File: config.mk
export PLATFORM = sky130hd
export DESIGN_NAME = mcb_csr_bank
export DESIGN_NICKNAME = d
export VERILOG_FILES = /design/src/design/mcb_pkg.sv /design/src/design/mcb_timer_if.sv /design/src/design/mcb_timer.sv /design/src/design/mcb_csr_bank.sv
export SDC_FILE = /design/constraint.sdc
export NUM_CORES = 1
export LEC_CHECK = 0
export BUFFER_PORTS_ARGS = -buffer_cell sky130_fd_sc_hd__buf_2
export CORE_ASPECT_RATIO = 0.9
export CORE_MARGIN = 2
export CORE_UTILIZATION = 50
export DETAILED_ROUTE_END_ITERATION = 10
export PLACE_DENSITY = 0.73
export SYNTH_ARGS = -nofsm -noshare
export SYNTH_HDL_FRONTEND = slang
export SYNTH_SLANG_ARGS = --single-unit
File: constraint.sdc
create_clock -name aclk -period 2.95 [get_ports aclk]
set_clock_uncertainty 0.15 [all_clocks]
set_input_delay 0.295 -clock aclk [delete_from_list [all_inputs] [get_ports aclk]]
set_output_delay 0.295 -clock aclk [all_outputs]
set_load 0.03 [all_outputs]
File: src/design/mcb_pkg.sv
/*
  Constants, offsets and field positions of the controller's register bank:
  interrupt enables, lost packet counter, EEPROM serial port, timer, wake-up seed.
  Assumes a 200 MHz system clock and a 32-bit AXI4-Lite register bus.
*/
// Functional notes
// - descriptor-unavailable irq needs bit2 and normal master
// - tx-stopped irq needs bit1 and abnormal master
// - tx-done irq needs bit0 and normal master
// - count dropped packets, clear on read
// - overflow flag bit16 held until read
// - EEPROM read needs read enable and select
// - EEPROM write needs write enable and select
// - returned EEPROM bit at bit3, resets 1
// - bit2 drives data toward EEPROM, resets 1
// - bit0 drives chip select, resets 1
// - timer loads bits 15:0, decrements every 204us
// - bit16 selects continuous timer mode
// - bit30 selects CRC seed 0000h or FFFFh
// - bit16 normal master, bit15 abnormal master
// - timer irq needs bit11 and abnormal master
package mcb_pkg;
  // ************
  // register map
  // ************
  localparam logic [7:0] OFF_IER = 8'h38;
  localparam logic [7:0] OFF_LPC = 8'h40;
  localparam logic [7:0] OFF_SPR = 8'h48;
  localparam logic [7:0] OFF_TMR = 8'h58;
  localparam logic [7:0] OFF_WCSR = 8'h68;
  localparam logic [7:0] OFF_ISR = 8'h70;
  localparam logic [7:0] OFF_IMR = 8'h74;
  // ************
  // fields
  // ************
  localparam int BIT_TX_DONE_EN = 0;
  localparam int BIT_TX_STOPPED_EN = 1;
  localparam int BIT_TX_DESC_EN = 2;
  localparam int BIT_TIMER_EN = 11;
  localparam int BIT_ABNORMAL_MASTER = 15;
  localparam int BIT_NORMAL_MASTER = 16;
  localparam logic [31:0] IER_WMASK = 32'h0001_8807;
  localparam int BIT_LPC_OVF = 16;
  localparam int BIT_EE_READ_EN = 14;
  localparam int BIT_EE_WRITE_EN = 13;
  localparam int BIT_EE_SELECT = 11;
  localparam int BIT_EE_RETURN = 3;
  localparam int BIT_EE_SEND = 2;
  localparam int BIT_EE_CLK = 1;
  localparam int BIT_EE_CS = 0;
  localparam logic [31:0] SPR_WMASK = 32'h0000_6807;
  localparam logic [31:0] SPR_RESET = 32'h0000_000F;
  localparam int BIT_TMR_CONT = 16;
  localparam logic [31:0] TMR_WMASK = 32'h0001_FFFF;
  localparam int BIT_SEED_SEL = 30;
  localparam logic [15:0] SEED_ZERO = 16'h0000;
  localparam logic [15:0] SEED_ONES = 16'hFFFF;
  // status/mask event positions
  localparam int EV_TX_DONE = 0;
  localparam int EV_TX_STOPPED = 1;
  localparam int EV_TX_DESC = 2;
  localparam int EV_TIMER = 3;
  localparam int EV_LPC_OVF = 4;
  localparam int N_EV = 5;
  // ************
  // timing
  // ************
  localparam int CLK_FREQ_MHZ = 200;
  localparam int TIMER_PERIOD_US = 204;
  localparam int TIMER_TICK_CYCLES = TIMER_PERIOD_US * CLK_FREQ_MHZ;
  localparam logic [1:0] RESP_OKAY = 2'h0;
  localparam logic [1:0] RESP_SLVERR = 2'h2;
endpackage : mcb_pkg

File: src/design/mcb_timer_if.sv
/*
  Connection between the register bank and the count-down timer.
  Assumes both ends share the system clock.
*/
`timescale 1ns/1ps
interface mcb_timer_if;
  logic load;
  logic [15:0] value;
  logic cont;
  logic tick;
  logic [15:0] count;
  logic expired;
  modport ctrl (output load, output value, output cont, output tick, input count, input expired);
  modport timer (input load, input value, input cont, input tick, output count, output expired);
endinterface : mcb_timer_if

File: src/design/mcb_timer.sv
/*
  16-bit count-down general-purpose timer, one step per tick pulse.
  Assumes tick is a one-cycle enable from a divider on the same clock.
*/
`timescale 1ns/1ps
module mcb_timer
  import mcb_pkg::*;
(
  input wire logic aclk,
  input wire logic aresetn,
  mcb_timer_if.timer tif
);
  logic [15:0] count_q;
  logic expired_q;

  // ************
  // counter
  // ************
  always_ff @(posedge aclk) begin
    if (!aresetn) begin
      count_q <= 16'h0000;
    end else if (tif.load) begin
      count_q <= tif.value;
    end else if (tif.tick && count_q != 16'h0000) begin
      if (count_q == 16'h0001 && tif.cont) begin
        count_q <= tif.value;
      end else begin
        count_q <= count_q - 16'h0001;
      end
    end
  end

  always_ff @(posedge aclk) begin
    if (!aresetn) begin
      expired_q <= 1'b0;
    end else begin
      expired_q <= !tif.load && tif.tick && count_q == 16'h0001;
    end
  end

  assign tif.count = count_q;
  assign tif.expired = expired_q;
endmodule : mcb_timer

File: src/design/mcb_csr_bank.sv
/*
  Register bank: interrupt enables, lost packet counter, EEPROM bit-bang port,
  general-purpose timer and wake-up CRC seed select, on an AXI4-Lite slave.
  Assumes event inputs are one-cycle pulses on aclk; the EEPROM return pin is asynchronous.
*/
// Decided for this implementation: the AXI4-Lite slave port.
`timescale 1ns/1ps
module mcb_csr_bank
  import mcb_pkg::*;
#(
  parameter int unsigned TICK_CYCLES = TIMER_TICK_CYCLES
) (
  input wire logic aclk,
  input wire logic aresetn,
  input wire logic [7:0] s_axi_awaddr,
  input wire logic s_axi_awvalid,
  output logic s_axi_awready,
  input wire logic [31:0] s_axi_wdata,
  input wire logic [3:0] s_axi_wstrb,
  input wire logic s_axi_wvalid,
  output logic s_axi_wready,
  output logic [1:0] s_axi_bresp,
  output logic s_axi_bvalid,
  input wire logic s_axi_bready,
  input wire logic [7:0] s_axi_araddr,
  input wire logic s_axi_arvalid,
  output logic s_axi_arready,
  output logic [31:0] s_axi_rdata,
  output logic [1:0] s_axi_rresp,
  output logic s_axi_rvalid,
  input wire logic s_axi_rready,
  input wire logic tx_done_evt,
  input wire logic tx_stopped_evt,
  input wire logic tx_desc_unavail_evt,
  input wire logic rx_drop_evt,
  output logic eeprom_chip_select,
  output logic eeprom_clk,
  output logic eeprom_serial_send,
  input wire logic eeprom_serial_return,
  output logic [15:0] crc_seed,
  output logic irq
);
  localparam int TW = $clog2(TICK_CYCLES + 1);

  function automatic logic is_mapped(input logic [7:0] a);
    logic [7:0] w;
    w = {a[7:2], 2'b00};
    is_mapped = (w == OFF_IER) || (w == OFF_LPC) || (w == OFF_SPR) || (w == OFF_TMR) ||
                (w == OFF_WCSR) || (w == OFF_ISR) || (w == OFF_IMR);
  endfunction : is_mapped

  function automatic logic [31:0] strb_mask(input logic [3:0] s);
    strb_mask = {{8{s[3]}}, {8{s[2]}}, {8{s[1]}}, {8{s[0]}}};
  endfunction : strb_mask

  mcb_timer_if tif ();

  logic aw_hold_q;
  logic [7:0] aw_addr_q;
  logic w_hold_q;
  logic [31:0] w_data_q;
  logic [3:0] w_strb_q;
  logic bvalid_q;
  logic [1:0] bresp_q;
  logic rvalid_q;
  logic [31:0] rdata_q;
  logic [1:0] rresp_q;
  logic [31:0] ier_q;
  logic [15:0] lpc_q;
  logic lpc_ovf_q;
  logic [31:0] spr_q;
  logic [15:0] tmr_value_q;
  logic tmr_cont_q;
  logic tmr_load_q;
  logic seed_sel_q;
  logic [N_EV-1:0] isr_q;
  logic [N_EV-1:0] imr_q;
  logic irq_q;
  logic ret_s1_q;
  logic ret_s2_q;
  logic ee_cs_q;
  logic ee_clk_q;
  logic ee_send_q;
  logic [15:0] seed_q;
  logic [TW-1:0] tick_cnt_q;
  logic tick_q;

  logic do_write;
  logic ar_take;
  logic [7:0] wa;
  logic [31:0] wm;
  logic [31:0] wbits;
  logic rd_lpc;
  logic ee_rd_ok;
  logic ee_wr_ok;
  logic normal_en;
  logic abnormal_en;
  logic [N_EV-1:0] ev;
  logic [N_EV-1:0] gate;

  // ************
  // bus handshake
  // ************
  assign s_axi_awready = !aw_hold_q;
  assign s_axi_wready = !w_hold_q;
  assign s_axi_arready = !rvalid_q;
  assign do_write = aw_hold_q && w_hold_q && !bvalid_q;
  assign ar_take = s_axi_arvalid && !rvalid_q;
  assign wa = {aw_addr_q[7:2], 2'b00};
  assign wm = strb_mask(w_strb_q);
  assign wbits = w_data_q & wm;
  assign rd_lpc = ar_take && {s_axi_araddr[7:2], 2'b00} == OFF_LPC;

  always_ff @(posedge aclk) begin
    if (!aresetn) begin
      aw_hold_q <= 1'b0;
      aw_addr_q <= 8'h00;
    end else if (s_axi_awvalid && !aw_hold_q) begin
      aw_hold_q <= 1'b1;
      aw_addr_q <= s_axi_awaddr;
    end else if (do_write) begin
      aw_hold_q <= 1'b0;
    end
  end

  always_ff @(posedge aclk) begin
    if (!aresetn) begin
      w_hold_q <= 1'b0;
      w_data_q <= 32'h0000_0000;
      w_strb_q <= 4'h0;
    end else if (s_axi_wvalid && !w_hold_q) begin
      w_hold_q <= 1'b1;
      w_data_q <= s_axi_wdata;
      w_strb_q <= s_axi_wstrb;
    end else if (do_write) begin
      w_hold_q <= 1'b0;
    end
  end

  always_ff @(posedge aclk) begin
    if (!aresetn) begin
      bvalid_q <= 1'b0;
      bresp_q <= RESP_OKAY;
    end else if (do_write) begin
      bvalid_q <= 1'b1;
      bresp_q <= is_mapped(aw_addr_q) ? RESP_OKAY : RESP_SLVERR;
    end else if (s_axi_bready) begin
      bvalid_q <= 1'b0;
    end
  end

  always_ff @(posedge aclk) begin
    if (!aresetn) begin
      rvalid_q <= 1'b0;
      rdata_q <= 32'h0000_0000;
      rresp_q <= RESP_OKAY;
    end else if (ar_take) begin
      rvalid_q <= 1'b1;
      rresp_q <= is_mapped(s_axi_araddr) ? RESP_OKAY : RESP_SLVERR;
      case ({s_axi_araddr[7:2], 2'b00})
        OFF_IER: rdata_q <= ier_q;
        OFF_LPC: rdata_q <= {15'h0000, lpc_ovf_q, lpc_q};
        OFF_SPR: rdata_q <= spr_q;
        OFF_TMR: rdata_q <= {15'h0000, tmr_cont_q, tif.count};
        OFF_WCSR: rdata_q <= {1'b0, seed_sel_q, 30'h0000_0000};
        OFF_ISR: rdata_q <= {{(32 - N_EV){1'b0}}, isr_q};
        OFF_IMR: rdata_q <= {{(32 - N_EV){1'b0}}, imr_q};
        default: rdata_q <= 32'h0000_0000;
      endcase
    end else if (s_axi_rready) begin
      rvalid_q <= 1'b0;
    end
  end

  assign s_axi_bvalid = bvalid_q;
  assign s_axi_bresp = bresp_q;
  assign s_axi_rvalid = rvalid_q;
  assign s_axi_rdata = rdata_q;
  assign s_axi_rresp = rresp_q;

  // ************
  // interrupt enables and wake-up seed
  // ************
  always_ff @(posedge aclk) begin
    if (!aresetn) begin
      ier_q <= 32'h0000_0000;
    end else if (do_write && wa == OFF_IER) begin
      ier_q <= ((ier_q & ~wm) | wbits) & IER_WMASK;
    end
  end

  always_ff @(posedge aclk) begin
    if (!aresetn) begin
      seed_sel_q <= 1'b0;
    end else if (do_write && wa == OFF_WCSR && w_strb_q[3]) begin
      seed_sel_q <= w_data_q[BIT_SEED_SEL];
    end
  end

  always_ff @(posedge aclk) begin
    if (!aresetn) begin
      seed_q <= SEED_ZERO;
    end else begin
      seed_q <= seed_sel_q ? SEED_ONES : SEED_ZERO;
    end
  end
  assign crc_seed = seed_q;

  // ************
  // lost packet counter
  // ************
  // a drop in the cycle of the clearing read counts as the first of the new window
  always_ff @(posedge aclk) begin
    if (!aresetn) begin
      lpc_q <= 16'h0000;
    end else if (rd_lpc) begin
      lpc_q <= {15'h0000, rx_drop_evt};
    end else if (rx_drop_evt) begin
      lpc_q <= lpc_q + 16'h0001;
    end
  end

  always_ff @(posedge aclk) begin
    if (!aresetn) begin
      lpc_ovf_q <= 1'b0;
    end else if (rx_drop_evt && lpc_q == 16'hFFFF && !rd_lpc) begin
      lpc_ovf_q <= 1'b1;
    end else if (rd_lpc) begin
      lpc_ovf_q <= 1'b0;
    end
  end

  // ************
  // EEPROM serial port
  // ************
  assign ee_rd_ok = spr_q[BIT_EE_READ_EN] && spr_q[BIT_EE_SELECT];
  assign ee_wr_ok = spr_q[BIT_EE_WRITE_EN] && spr_q[BIT_EE_SELECT];

  always_ff @(posedge aclk) begin
    if (!aresetn) begin
      ret_s1_q <= 1'b1;
      ret_s2_q <= 1'b1;
    end else begin
      ret_s1_q <= eeprom_serial_return;
      ret_s2_q <= ret_s1_q;
    end
  end

  always_ff @(posedge aclk) begin
    if (!aresetn) begin
      spr_q <= SPR_RESET;
    end else begin
      if (do_write && wa == OFF_SPR) begin
        spr_q[15:0] <= (spr_q[15:0] & ~(wm[15:0] & SPR_WMASK[15:0])) | (wbits[15:0] & SPR_WMASK[15:0]);
      end
      if (ee_rd_ok) begin
        spr_q[BIT_EE_RETURN] <= ret_s2_q;
      end
    end
  end

  // pins idle with chip select low when the port is not selected
  always_ff @(posedge aclk) begin
    if (!aresetn) begin
      ee_cs_q <= 1'b0;
      ee_clk_q <= 1'b0;
      ee_send_q <= 1'b0;
    end else begin
      ee_cs_q <= spr_q[BIT_EE_SELECT] && spr_q[BIT_EE_CS];
      ee_clk_q <= spr_q[BIT_EE_SELECT] && spr_q[BIT_EE_CLK];
      ee_send_q <= ee_wr_ok && spr_q[BIT_EE_SEND];
    end
  end
  assign eeprom_chip_select = ee_cs_q;
  assign eeprom_clk = ee_clk_q;
  assign eeprom_serial_send = ee_send_q;

  // ************
  // timer
  // ************
  always_ff @(posedge aclk) begin
    if (!aresetn) begin
      tmr_value_q <= 16'h0000;
      tmr_cont_q <= 1'b0;
      tmr_load_q <= 1'b0;
    end else begin
      tmr_load_q <= do_write && wa == OFF_TMR && (w_strb_q[1] || w_strb_q[0]);
      if (do_write && wa == OFF_TMR) begin
        tmr_value_q <= (tmr_value_q & ~wm[15:0]) | wbits[15:0];
        if (w_strb_q[2]) begin
          tmr_cont_q <= w_data_q[BIT_TMR_CONT];
        end
      end
    end
  end

  // divider restarts only at reset, so the first step after a load comes within one period
  always_ff @(posedge aclk) begin
    if (!aresetn) begin
      tick_cnt_q <= '0;
      tick_q <= 1'b0;
    end else if (tick_cnt_q == TW'(TICK_CYCLES - 1)) begin
      tick_cnt_q <= '0;
      tick_q <= 1'b1;
    end else begin
      tick_cnt_q <= tick_cnt_q + TW'(1);
      tick_q <= 1'b0;
    end
  end

  assign tif.load = tmr_load_q;
  assign tif.value = tmr_value_q;
  assign tif.cont = tmr_cont_q;
  assign tif.tick = tick_q;

  mcb_timer u_timer (
    .aclk(aclk),
    .aresetn(aresetn),
    .tif(tif)
  );

  // ************
  // interrupt status and mask
  // ************
  assign normal_en = ier_q[BIT_NORMAL_MASTER];
  assign abnormal_en = ier_q[BIT_ABNORMAL_MASTER];
  assign ev = {lpc_ovf_q == 1'b0 && rx_drop_evt && lpc_q == 16'hFFFF && !rd_lpc, tif.expired,
               tx_desc_unavail_evt, tx_stopped_evt, tx_done_evt};
  assign gate = {1'b1,
                 ier_q[BIT_TIMER_EN] && abnormal_en,
                 ier_q[BIT_TX_DESC_EN] && normal_en,
                 ier_q[BIT_TX_STOPPED_EN] && abnormal_en,
                 ier_q[BIT_TX_DONE_EN] && normal_en};

  // set wins over a write-one clear in the same cycle
  always_ff @(posedge aclk) begin
    if (!aresetn) begin
      isr_q <= '0;
    end else if (do_write && wa == OFF_ISR) begin
      isr_q <= (isr_q & ~wbits[N_EV-1:0]) | ev;
    end else begin
      isr_q <= isr_q | ev;
    end
  end

  always_ff @(posedge aclk) begin
    if (!aresetn) begin
      imr_q <= '0;
    end else if (do_write && wa == OFF_IMR) begin
      imr_q <= (imr_q & ~wm[N_EV-1:0]) | wbits[N_EV-1:0];
    end
  end

  always_ff @(posedge aclk) begin
    if (!aresetn) begin
      irq_q <= 1'b0;
    end else begin
      irq_q <= |(isr_q & imr_q & gate);
    end
  end
  assign irq = irq_q;
endmodule : mcb_csr_bank

==> results of run 1 <==
==> layer usage <==
metal  wire length (um)  vias up  part of all wire [%]
met5                  0        -                     0
met4                247        0                   1.5
met3                781       24                   4.8
met2               7230      149                    45
met1               7900     2718                    49
li1                   -     2975                     -
==> worst register-to-register path: stages (launching register included) <==
cell	delay [ps]
dfxtp_1	440
ha_1	180
or4b_1	520
o41a_1	460
buf_4	190
o22a_1	200
o221a_1	230
==> worst min-delay path by stage <==
stage                    startpoint            to  slack, ps  depth (start not counted)
finish              s_axi_awaddr[4]  aw_addr_q[4]         10                          3
global route        s_axi_awaddr[4]  aw_addr_q[4]         40                          3
CTS                 s_axi_awaddr[4]  aw_addr_q[4]          9                          3
detailed placement         ret_s1_q      ret_s2_q        250                          1
global placement           ret_s1_q      ret_s2_q        240                          1
floorplan                  ret_s1_q      ret_s2_q        240                          1
==> per-stage QoR <==
stage | instances | setup WS, ps | utilization (%)
floorplan | 817 | 643 | -
global placement | 1024 | 477 | 53.8
detailed placement | 1024 | 467 | 53.8
CTS | 1092 | 452 | 60.9
global route | 1092 | 263 | 60.9
finish | 1092 | 462 | 60.9
==> cells in the mapped netlist, types with 5 or more instances <==
library cell	count	area (um^2)
dfxtp_1	152	3040
inv_1	17	63.8
a21boi_0	31	233
a22o_1	12	105
o22ai_1	7	43.8
xnor2_1	12	105
nand4_1	10	62.6
a31oi_1	5	31.3
nor3_1	15	75.1
a22oi_1	6	45.0
nor3b_1	5	37.5
o21ai_0	23	115
nand3_1	35	175
nor2_1	53	199
nand2_1	118	443
buf_4	32	240
nand2b_1	9	56.3
and2_1	6	37.5
or3_1	7	43.8
clkbuf_1	32	120
nor2b_1	42	263
xor2_1	12	105
mux2i_1	42	420
and3_1	6	37.5
a21oi_1	29	145
==> cell type report <==
type / instances / area share, %
flip-flops and latches: 152 / 36.1
clock buffers: 22 / 5.74
inverters: 17 / 0.757
well taps: 172 / 2.55
repair buffers: 144 / 11.4
clock inverters: 10 / 1.68
multi-input cells: 575 / 41.8
==> kinds of logic (layout without fill, tap and decap cells) <==
logic type      after synthesis  after routing  share of synthesized area [%]
compound gates              149            149                           15.0
xor+xnor                     24             24                           3.00
fa+ha+maj                     4              4                          0.715
buf+inv                      90            193                           7.00
flops                       152            152                           43.5
mux                          42             42                           6.00
other cells                   1             16                         0.0535
simple gates                340            340                           24.7
==> where the power goes <==
| group | internal, mW | leakage (nW) | switching [mW] |
|---|---|---|---|
| clock | 1.42 | 0.291 | 0.850 |
| sequential | 2.09 | 1.23 | 0.0416 |
| combinational | 0.123 | 2.06 | 0.164 |
| total | 3.64 | 3.59 | 1.06 |
==> cell usage in the layout (no fill, tap or decap), types with 4 or more instances in the layout <==
cell type,instances
a21boi_0,31
a21oi_1,29
a22o_1,12
a22oi_1,6
a31oi_1,5
and2_1,6
and3_1,6
and4_1,4
buf_2,90
buf_4,17
clkbuf_16,17
clkbuf_8,4
clkinvlp_4,5
conb_1,16
dfxtp_1,152
dlygate4sd3_1,36
ha_1,4
inv_1,17
mux2i_1,42
nand2_1,118
nand2b_1,9
nand3_1,35
nand4_1,10
nor2_1,53
nor2b_1,42
nor3_1,15
nor3b_1,5
nor4_1,4
o21ai_0,23
o22ai_1,7
or3_1,7
xnor2_1,12
xor2_1,12
==> impl_metrics.py, run 1 <==
metrics = {
    "floorplanning": {
        "rows": 41,
        "start_util_pct": 50.6,
        "die-area_mm2": 0.0150,
        "die_y_um": 116,
        "boundaryPins": 125,
        "die_x_um": 129,
        "coreArea_mm2": 0.0139,
    },
    "power": {
        "p_leak_nw": 3.59,
        "powerDensity_mw_per_mm2": 557,
        "finalPower_mw": 4.69,
        "ir_drop_uv": 379,
    },
    "clocking": {
        "cts_buffers": 17,
        "post_cts_resized": 0,
        "cts-hold-fix-buffers": 36,
        "cts.root.buffer_cell": "clkbuf_16",
        "cts_tree": "done",
        "cts_max_level": 4,
        "clock_path_buffers": 2,
        "clk_transition_reported_paths_ps": 60,
        "clk_latency_ps": 430,
        "post_cts_buffers": 0,
        "cts.sinks": 152,
    },
    "sta": {
        "hold_violations": 0,
        "setup_tns_ps": 0,
        "fmax_mhz": 402,
        "worst_pin_slew_ps": 758,
        "fin_crit_sh_pct": 84.3,
        "setup_violations": 0,
        "drv_slew": 0,
        "rsz0062_at_grt": "no",
        "period_needed_ps": 2490,
        "fin_hold_ws_ps": 11.1,
        "slew_headroom_pct": 49.3,
    },
    "critical_path": {
        "rrSetupSlack_ps": 460,
        "path_class": "flip-flop to flip-flop",
        "worstReg2RegStart": "u_timer.tif.count[0]",
        "crit_buf_inv": 1,
        "worstSetupEndpoint": "u_timer.tif.count[11]",
        "crit_required_ps": 3120,
        "rr_endpoint": "u_timer.tif.count[11]",
        "cp_max_fo": 11,
        "cp_slowest_cell": "or4b_1",
        "path_depth": 6,
        "critPathTopFamily": "compound AO/OA/AOI/OAI gates",
        "cp-start-kind": "flip-flop",
        "crit_start": "u_timer.tif.count[0]",
        "slowest_delay_ps": 520,
        "worstRegToRegCells": 6,
        "arrival_ps": 2660,
        "end_kind": "flip-flop",
        "crit_chain": "ha_1 > or4b_1 > o41a_1 > buf_4 > o22a_1 > o221a_1",
    },
    "route": {
        "viasPerCell": 5.37,
        "wl_per_cell_um": 14.8,
        "first_iter_violations": 419,
        "ant_nets": 0,
        "drt_wl_total_um": 16200,
        "first_pass_iters": 6,
        "drc_errors": 0,
        "vias": 5866,
    },
    "grt": {
        "overflow": 0,
        "grt_max_degree": 117,
        "grt_pass1_vias": 5302,
        "grtUsageTotal_pct": 22.5,
        "use_met1_pct": 31.3,
        "antenna_found_initial": 0,
        "grt_util_met3_pct": 4.26,
        "globalRouteMet2Util_pct": 35.2,
        "grt_pass1_wl_um": 26500,
        "grt.busiest_layer": "met2",
    },
    "place": {
        "numPortBuffers": 90,
        "post_dp_cell_area_mm2": 0.00745,
        "gp_congestion": 0.865,
        "place_hpwl_um": 11000,
    },
    "yosys": {
        "synthCells": 802,
        "synthFlopType": "dfxtp_1",
        "ys_seq_elements": 152,
        "synth-async-reset-ratio_pct": 0,
        "synth_cell_type_count": 69,
        "synthesis.area_mm2": 0.00700,
        "yosysWarnings": 0,
        "yosysSeqAreaShare_pct": 43.5,
        "synth_enable_flop_cells": 0,
        "syn_area_per_cell_um2": 8.73,
    },
    "layout": {
        "diodes": 0,
        "multi_input_area_mm2": 0.00353,
        "fillers": 1215,
        "drive_above_1_share_pct": 17.0,
        "fin_nets": 975,
        "stdcell_area_mm2": 0.00843,
        "final-seq-area_mm2": 0.00304,
        "area_growth_syn_to_layout_pct": 20.4,
    },
    "job": {
        "drv_cap": 0,
    },
    "run_status": {
        "status": "complete, no violations",
    },
    "worst_hold_path": {
        "hold_class": "primary input to flip-flop",
    },
}
No activity file was read; power rests on OpenSTA's default activity.
==> run 2, diff against run 1 <==
==> constraint.sdc (replaced) <==
create_clock -name aclk -period 2.4 [get_ports aclk]
set_clock_uncertainty 0.15 [all_clocks]
set_input_delay 0.24 -clock aclk [delete_from_list [all_inputs] [get_ports aclk]]
set_output_delay 0.24 -clock aclk [all_outputs]
set_load 0.03 [all_outputs]
==> run 2 against run 1 <==
Effect of this change: core utilization is 2.1 points higher; count of clock-buffer cells in the layout down 3; largest cell class unchanged; routed wire length up 4.3%; clock power up 27%; non-clock buffer count is 35 higher.
==> impl_metrics.py, run 2 (synthesis gave the netlist of run 1 again) <==
metrics = {
    "sta": {
        "fin_ws_ps": 67.0,
        "drv_slew": 0,
        "hold_violations": 0,
        "worst_pin_slew_ps": 732,
        "slew_headroom_pct": 51.1,
        "fmax_mhz": 429,
        "period_needed_ps": 2330,
        "setup_violations": 0,
        "fin_crit_sh_pct": 97.2,
    },
    "floorplanning": {
        "coreArea_mm2": 0.0139,
        "boundaryPins": 125,
        "rows": 41,
        "start_util_pct": 50.6,
        "die_y_um": 116,
        "die_x_um": 129,
        "die-area_mm2": 0.0150,
    },
    "critical_path": {
        "cp_max_fo": 10,
        "cp-start-kind": "flip-flop",
        "worstRegToRegCells": 7,
        "end_kind": "flip-flop",
        "cp_slowest_cell": "or4b_1",
        "crit_chain": "inv_1 > ha_1 > or4b_1 > o41a_1 > buf_4 > o22a_1 > o221a_1",
        "crit_required_ps": 2560,
        "path_class": "flip-flop to flip-flop",
        "crit_start": "u_timer.tif.count[1]",
        "worstReg2RegStart": "u_timer.tif.count[1]",
        "slowest_delay_ps": 480,
        "arrival_ps": 2500,
    },
    "layout": {
        "fin_nets": 1010,
        "drive_above_1_share_pct": 19.9,
        "layout_common_cells": "dfxtp_1, nand2_1, buf_2",
        "area_growth_syn_to_layout_pct": 24.6,
        "layout_commonest_cell": "dfxtp_1",
        "final_util_pct": 63.0,
        "diodes": 0,
    },
    "clocking": {
        "cts_buffers": 17,
        "cts_max_level": 4,
        "cts.root.buffer_cell": "clkbuf_16",
        "cts.sinks": 152,
        "clock_path_buffers": 2,
        "clk_transition_reported_paths_ps": 60,
        "clk_latency_ps": 420,
        "cts_tree": "done",
    },
    "route": {
        "viasPerCell": 5.34,
        "ant_nets": 0,
        "drt_wl_total_um": 16900,
        "wl_per_cell_um": 15.0,
        "drc_errors": 0,
        "vias": 6016,
        "first_pass_iters": 6,
        "first_iter_violations": 500,
    },
    "place": {
        "dp_worst_setup_slack_ps": 96.7,
        "numPortBuffers": 90,
        "gp_congestion": 0.911,
        "place_hpwl_um": 11700,
    },
    "grt": {
        "grtUsageTotal_pct": 23.6,
        "grt_pass1_vias": 5583,
        "grt_max_degree": 85,
        "overflow": 0,
        "antenna_found_initial": 1,
        "grt_pass1_wl_um": 27800,
    },
    "worst_hold_path": {
        "min_from": "rx_drop_evt",
        "hold_class": "primary input to flip-flop",
        "hold_depth": 3,
    },
    "power": {
        "ir_drop_uv": 446,
        "powerDensity_mw_per_mm2": 673,
        "p_leak_nw": 3.79,
    },
    "run_status": {
        "status": "complete, no violations",
    },
    "job": {
        "drv_cap": 0,
    },
}
-- run 2: final timing paths --
check	to	slack [ps]
setup / recovery	u_timer.tif.count[11]	70
hold / removal	lpc_q[1]	50
setup reg to reg	u_timer.tif.count[11]	70
hold reg to reg	ret_s2_q	270
-- run 2: where the power goes --
group / switching, mW / leakage [nW] / total (mW) / internal, mW
Combinational: 0.201 / 2.24 / 0.360 / 0.158
Clock: 1.03 / 0.309 / 2.89 / 1.86
Sequential: 0.0513 / 1.23 / 2.63 / 2.57
Total: 1.28 / 3.79 / 5.88 / 4.60
-- run 2: what timing repair did --
| action | CTS | global route |
|---|---|---|
| setup buffers | 0 | 1 |
| setup endpoints to repair | 0 | 11 |
| endpoints found under the hold margin | 37 | 0 |
| hold buffers | 38 | 0 |
| gates resized for setup | 0 | 5 |
-- run 2: critical path: cells and delay by family, from the launching register on --
kind                       cells  cell delay (ps)
AOI/OAI and AO/OA              3              890
and+or+nand+nor                1              480
DFF                            1              310
buffers and inverters          2              260
adders and majority gates      1              140
-- run 2: per-stage QoR --
stage	power, mW	TNS (ps)	instance area [um^2]	hold slack, ps	instances
detailed placement	2.99	0	7670	251	1054
floorplan	2.90	0	7060	191	817
global route	6.08	-42.5	8730	45.6	1127
CTS	5.92	0	8700	20.8	1124
global placement	2.98	0	7670	250	1054
finish	5.88	0	8730	45.4	1127
-- run 2: layer usage --
layer	routed length, um	GRT usage [%]
met1	7930	32.0
met2	7690	37.5
met3	878	5.08
met4	347	8.62
met5	13	0
-- run 2: final cells by class --
cell class                 instances  area [um^2]
clock buffer                      19          443
clock inverter                    13          201
fill                            1160         5120
inverter                          17         63.8
multi-input combinational        575         3530
sequential                       152         3040
tap                              172          215
timing repair buffer             179         1230
==> run 3, diff against run 2 <==
==> constraint.sdc (replaced) <==
create_clock -name aclk -period 2.6 [get_ports aclk]
set_clock_uncertainty 0.15 [all_clocks]
set_input_delay 0.26 -clock aclk [delete_from_list [all_inputs] [get_ports aclk]]
set_output_delay 0.26 -clock aclk [all_outputs]
set_load 0.03 [all_outputs]
==> run 3 against run 2 <==
Effect of this change: via count is 1.0% lower; first-iteration DRC count fell by 12%; routed wire length is 1.1% lower; power shrank 9.8%; fmax decreased by 5.3%; critical path depth increased by 1; critical path type unchanged; core utilization is 0.87 points lower; global-route usage down 0.72 points; sequential power is 8.0% lower; final area down 1.4%; highest routed layer is now met4; non-clock buffer count decreased by 10.
==> impl_metrics.py, run 3 (synthesis gave the netlist of run 1 again) <==
metrics = {
    "sta": {
        "fin_crit_sh_pct": 94.7,
        "fmax_mhz": 406,
        "slew_headroom_pct": 50.0,
        "period_needed_ps": 2460,
        "worst_pin_slew_ps": 748,
        "setup_tns_ps": 0,
        "drv_slew": 0,
        "hold_violations": 0,
        "setup_violations": 0,
        "rsz0062_at_grt": "no",
    },
    "route": {
        "drt_wl_total_um": 16700,
        "first_pass_iters": 5,
        "ant_nets": 0,
        "routed.top_layer": "met4",
        "met2RoutedLength_um": 7480,
        "met3_length_um": 896,
        "route.layer.met1.wl_um": 8100,
        "vias": 5955,
        "drc_errors": 0,
        "viasPerCell": 5.34,
        "wl_per_cell_um": 14.9,
        "first_iter_violations": 438,
    },
    "floorplanning": {
        "rows": 41,
        "boundaryPins": 125,
        "start_util_pct": 50.6,
        "coreArea_mm2": 0.0139,
        "die-area_mm2": 0.0150,
        "die_x_um": 129,
        "die_y_um": 116,
    },
    "clocking": {
        "clock_path_buffers": 2,
        "clk_transition_reported_paths_ps": 60,
        "cts_max_level": 4,
        "post_cts_buffers": 0,
        "cts_tree": "done",
        "cts_buffers": 17,
        "cts.sinks": 152,
        "post_cts_resized": 0,
        "cts.root.buffer_cell": "clkbuf_16",
        "clk_latency_ps": 430,
        "cts-hold-fix-buffers": 37,
    },
    "critical_path": {
        "end_kind": "flip-flop",
        "crit_buf_inv": 2,
        "path_class": "flip-flop to flip-flop",
        "cp_slowest_cell": "or4b_2",
        "rr_endpoint": "u_timer.tif.count[0]",
        "crit_required_ps": 2800,
        "crit_chain": "inv_1 > ha_1 > or4b_1 > o41a_1 > buf_4 > nor2_1 > or4b_2 > o21ai_0",
        "cp_max_fo": 14,
        "critPathTopFamily": "simple AND/OR/NAND/NOR gates",
        "rrSetupSlack_ps": 140,
        "arrival_ps": 2660,
        "slowest_delay_ps": 590,
        "crit_start": "u_timer.tif.count[1]",
        "cp-start-kind": "flip-flop",
        "worstRegToRegCells": 8,
        "worstReg2RegStart": "u_timer.tif.count[1]",
        "path_depth": 8,
    },
    "worst_hold_path": {
        "hold_depth": 2,
        "hold_class": "primary input to flip-flop",
        "whs_endpoint": "s_axi_rresp[1]",
        "min_from": "aresetn",
    },
    "grt": {
        "antenna_found_initial": 0,
        "grt_max_degree": 49,
        "grt_pass1_vias": 5462,
        "grtUsageTotal_pct": 22.9,
        "overflow": 0,
        "grt_pass1_wl_um": 27100,
    },
    "layout": {
        "drive_above_1_share_pct": 18.8,
        "fillers": 1178,
        "layout_common_cells": "dfxtp_1, nand2_1, buf_2",
        "layout_commonest_cell": "dfxtp_1",
        "area_growth_syn_to_layout_pct": 22.9,
        "fin_nets": 1000,
        "diodes": 0,
    },
    "run_status": {
        "status": "complete, no violations",
    },
    "power": {
        "finalPower_mw": 5.30,
        "p_leak_nw": 3.72,
        "ir_drop_uv": 547,
        "powerDensity_mw_per_mm2": 616,
    },
    "place": {
        "place_hpwl_um": 11500,
        "gp_congestion": 0.889,
        "numPortBuffers": 90,
    },
    "job": {
        "drv_cap": 0,
    },
}
==> run 3: report_power, final <==
| part | total (mW) | leakage [nW] | switching, mW | internal (mW) |
|---|---|---|---|---|
| sequential | 2.42 | 1.23 | 0.0469 | 2.38 |
| combinational | 0.327 | 2.19 | 0.186 | 0.141 |
| clock | 2.55 | 0.300 | 0.906 | 1.64 |
==> run 3: how the worst max path moves through the flow <==
| stage | slack [ps] | endpoint |
|---|---|---|
| 3_3_place_gp | 200 | u_timer.tif.count[0] |
| 6_report | 140 | u_timer.tif.count[0] |
| 5_1_grt | 20 | u_timer.tif.count[0] |
| 2_1_floorplan | 290 | u_timer.tif.count[11] |
| 3_5_place_dp | 170 | u_timer.tif.count[0] |
| 4_1_cts | 150 | u_timer.tif.count[0] |
==> run 3: routing by layer <==
layer  global-route usage [%]  vias to the layer above
met2                     35.3                      186
met1                     31.8                     2743
met4                     7.39                        0
met3                     5.68                       14
met5                        0                        -
li1                         -                     3012
==> run 3: area by class of cell <==
class                   count  area, um^2  area share [%]
repair buffers            169        1150            13.3
well taps                 172         215            2.50
clock inverters             9         148            1.72
inverters                  17        63.8           0.741
multi-input cells         575        3530            41.0
clock buffers              22         464            5.39
flip-flops and latches    152        3040            35.3
==> run 3: stage by stage <==
step | instances | hold WS, ps | setup slack, ps | instance area [um^2] | util [%]
6_report | 1116 | 55.0 | 137 | 8610 | 62.2
5_1_grt | 1116 | 48.9 | 21.4 | 8610 | 62.2
4_1_cts | 1116 | 34.7 | 148 | 8610 | 62.2
3_5_place_dp | 1048 | 242 | 173 | 7630 | 55.1
3_3_place_gp | 1048 | 242 | 203 | 7630 | 55.1
2_1_floorplan | 817 | 211 | 293 | 7060 | -
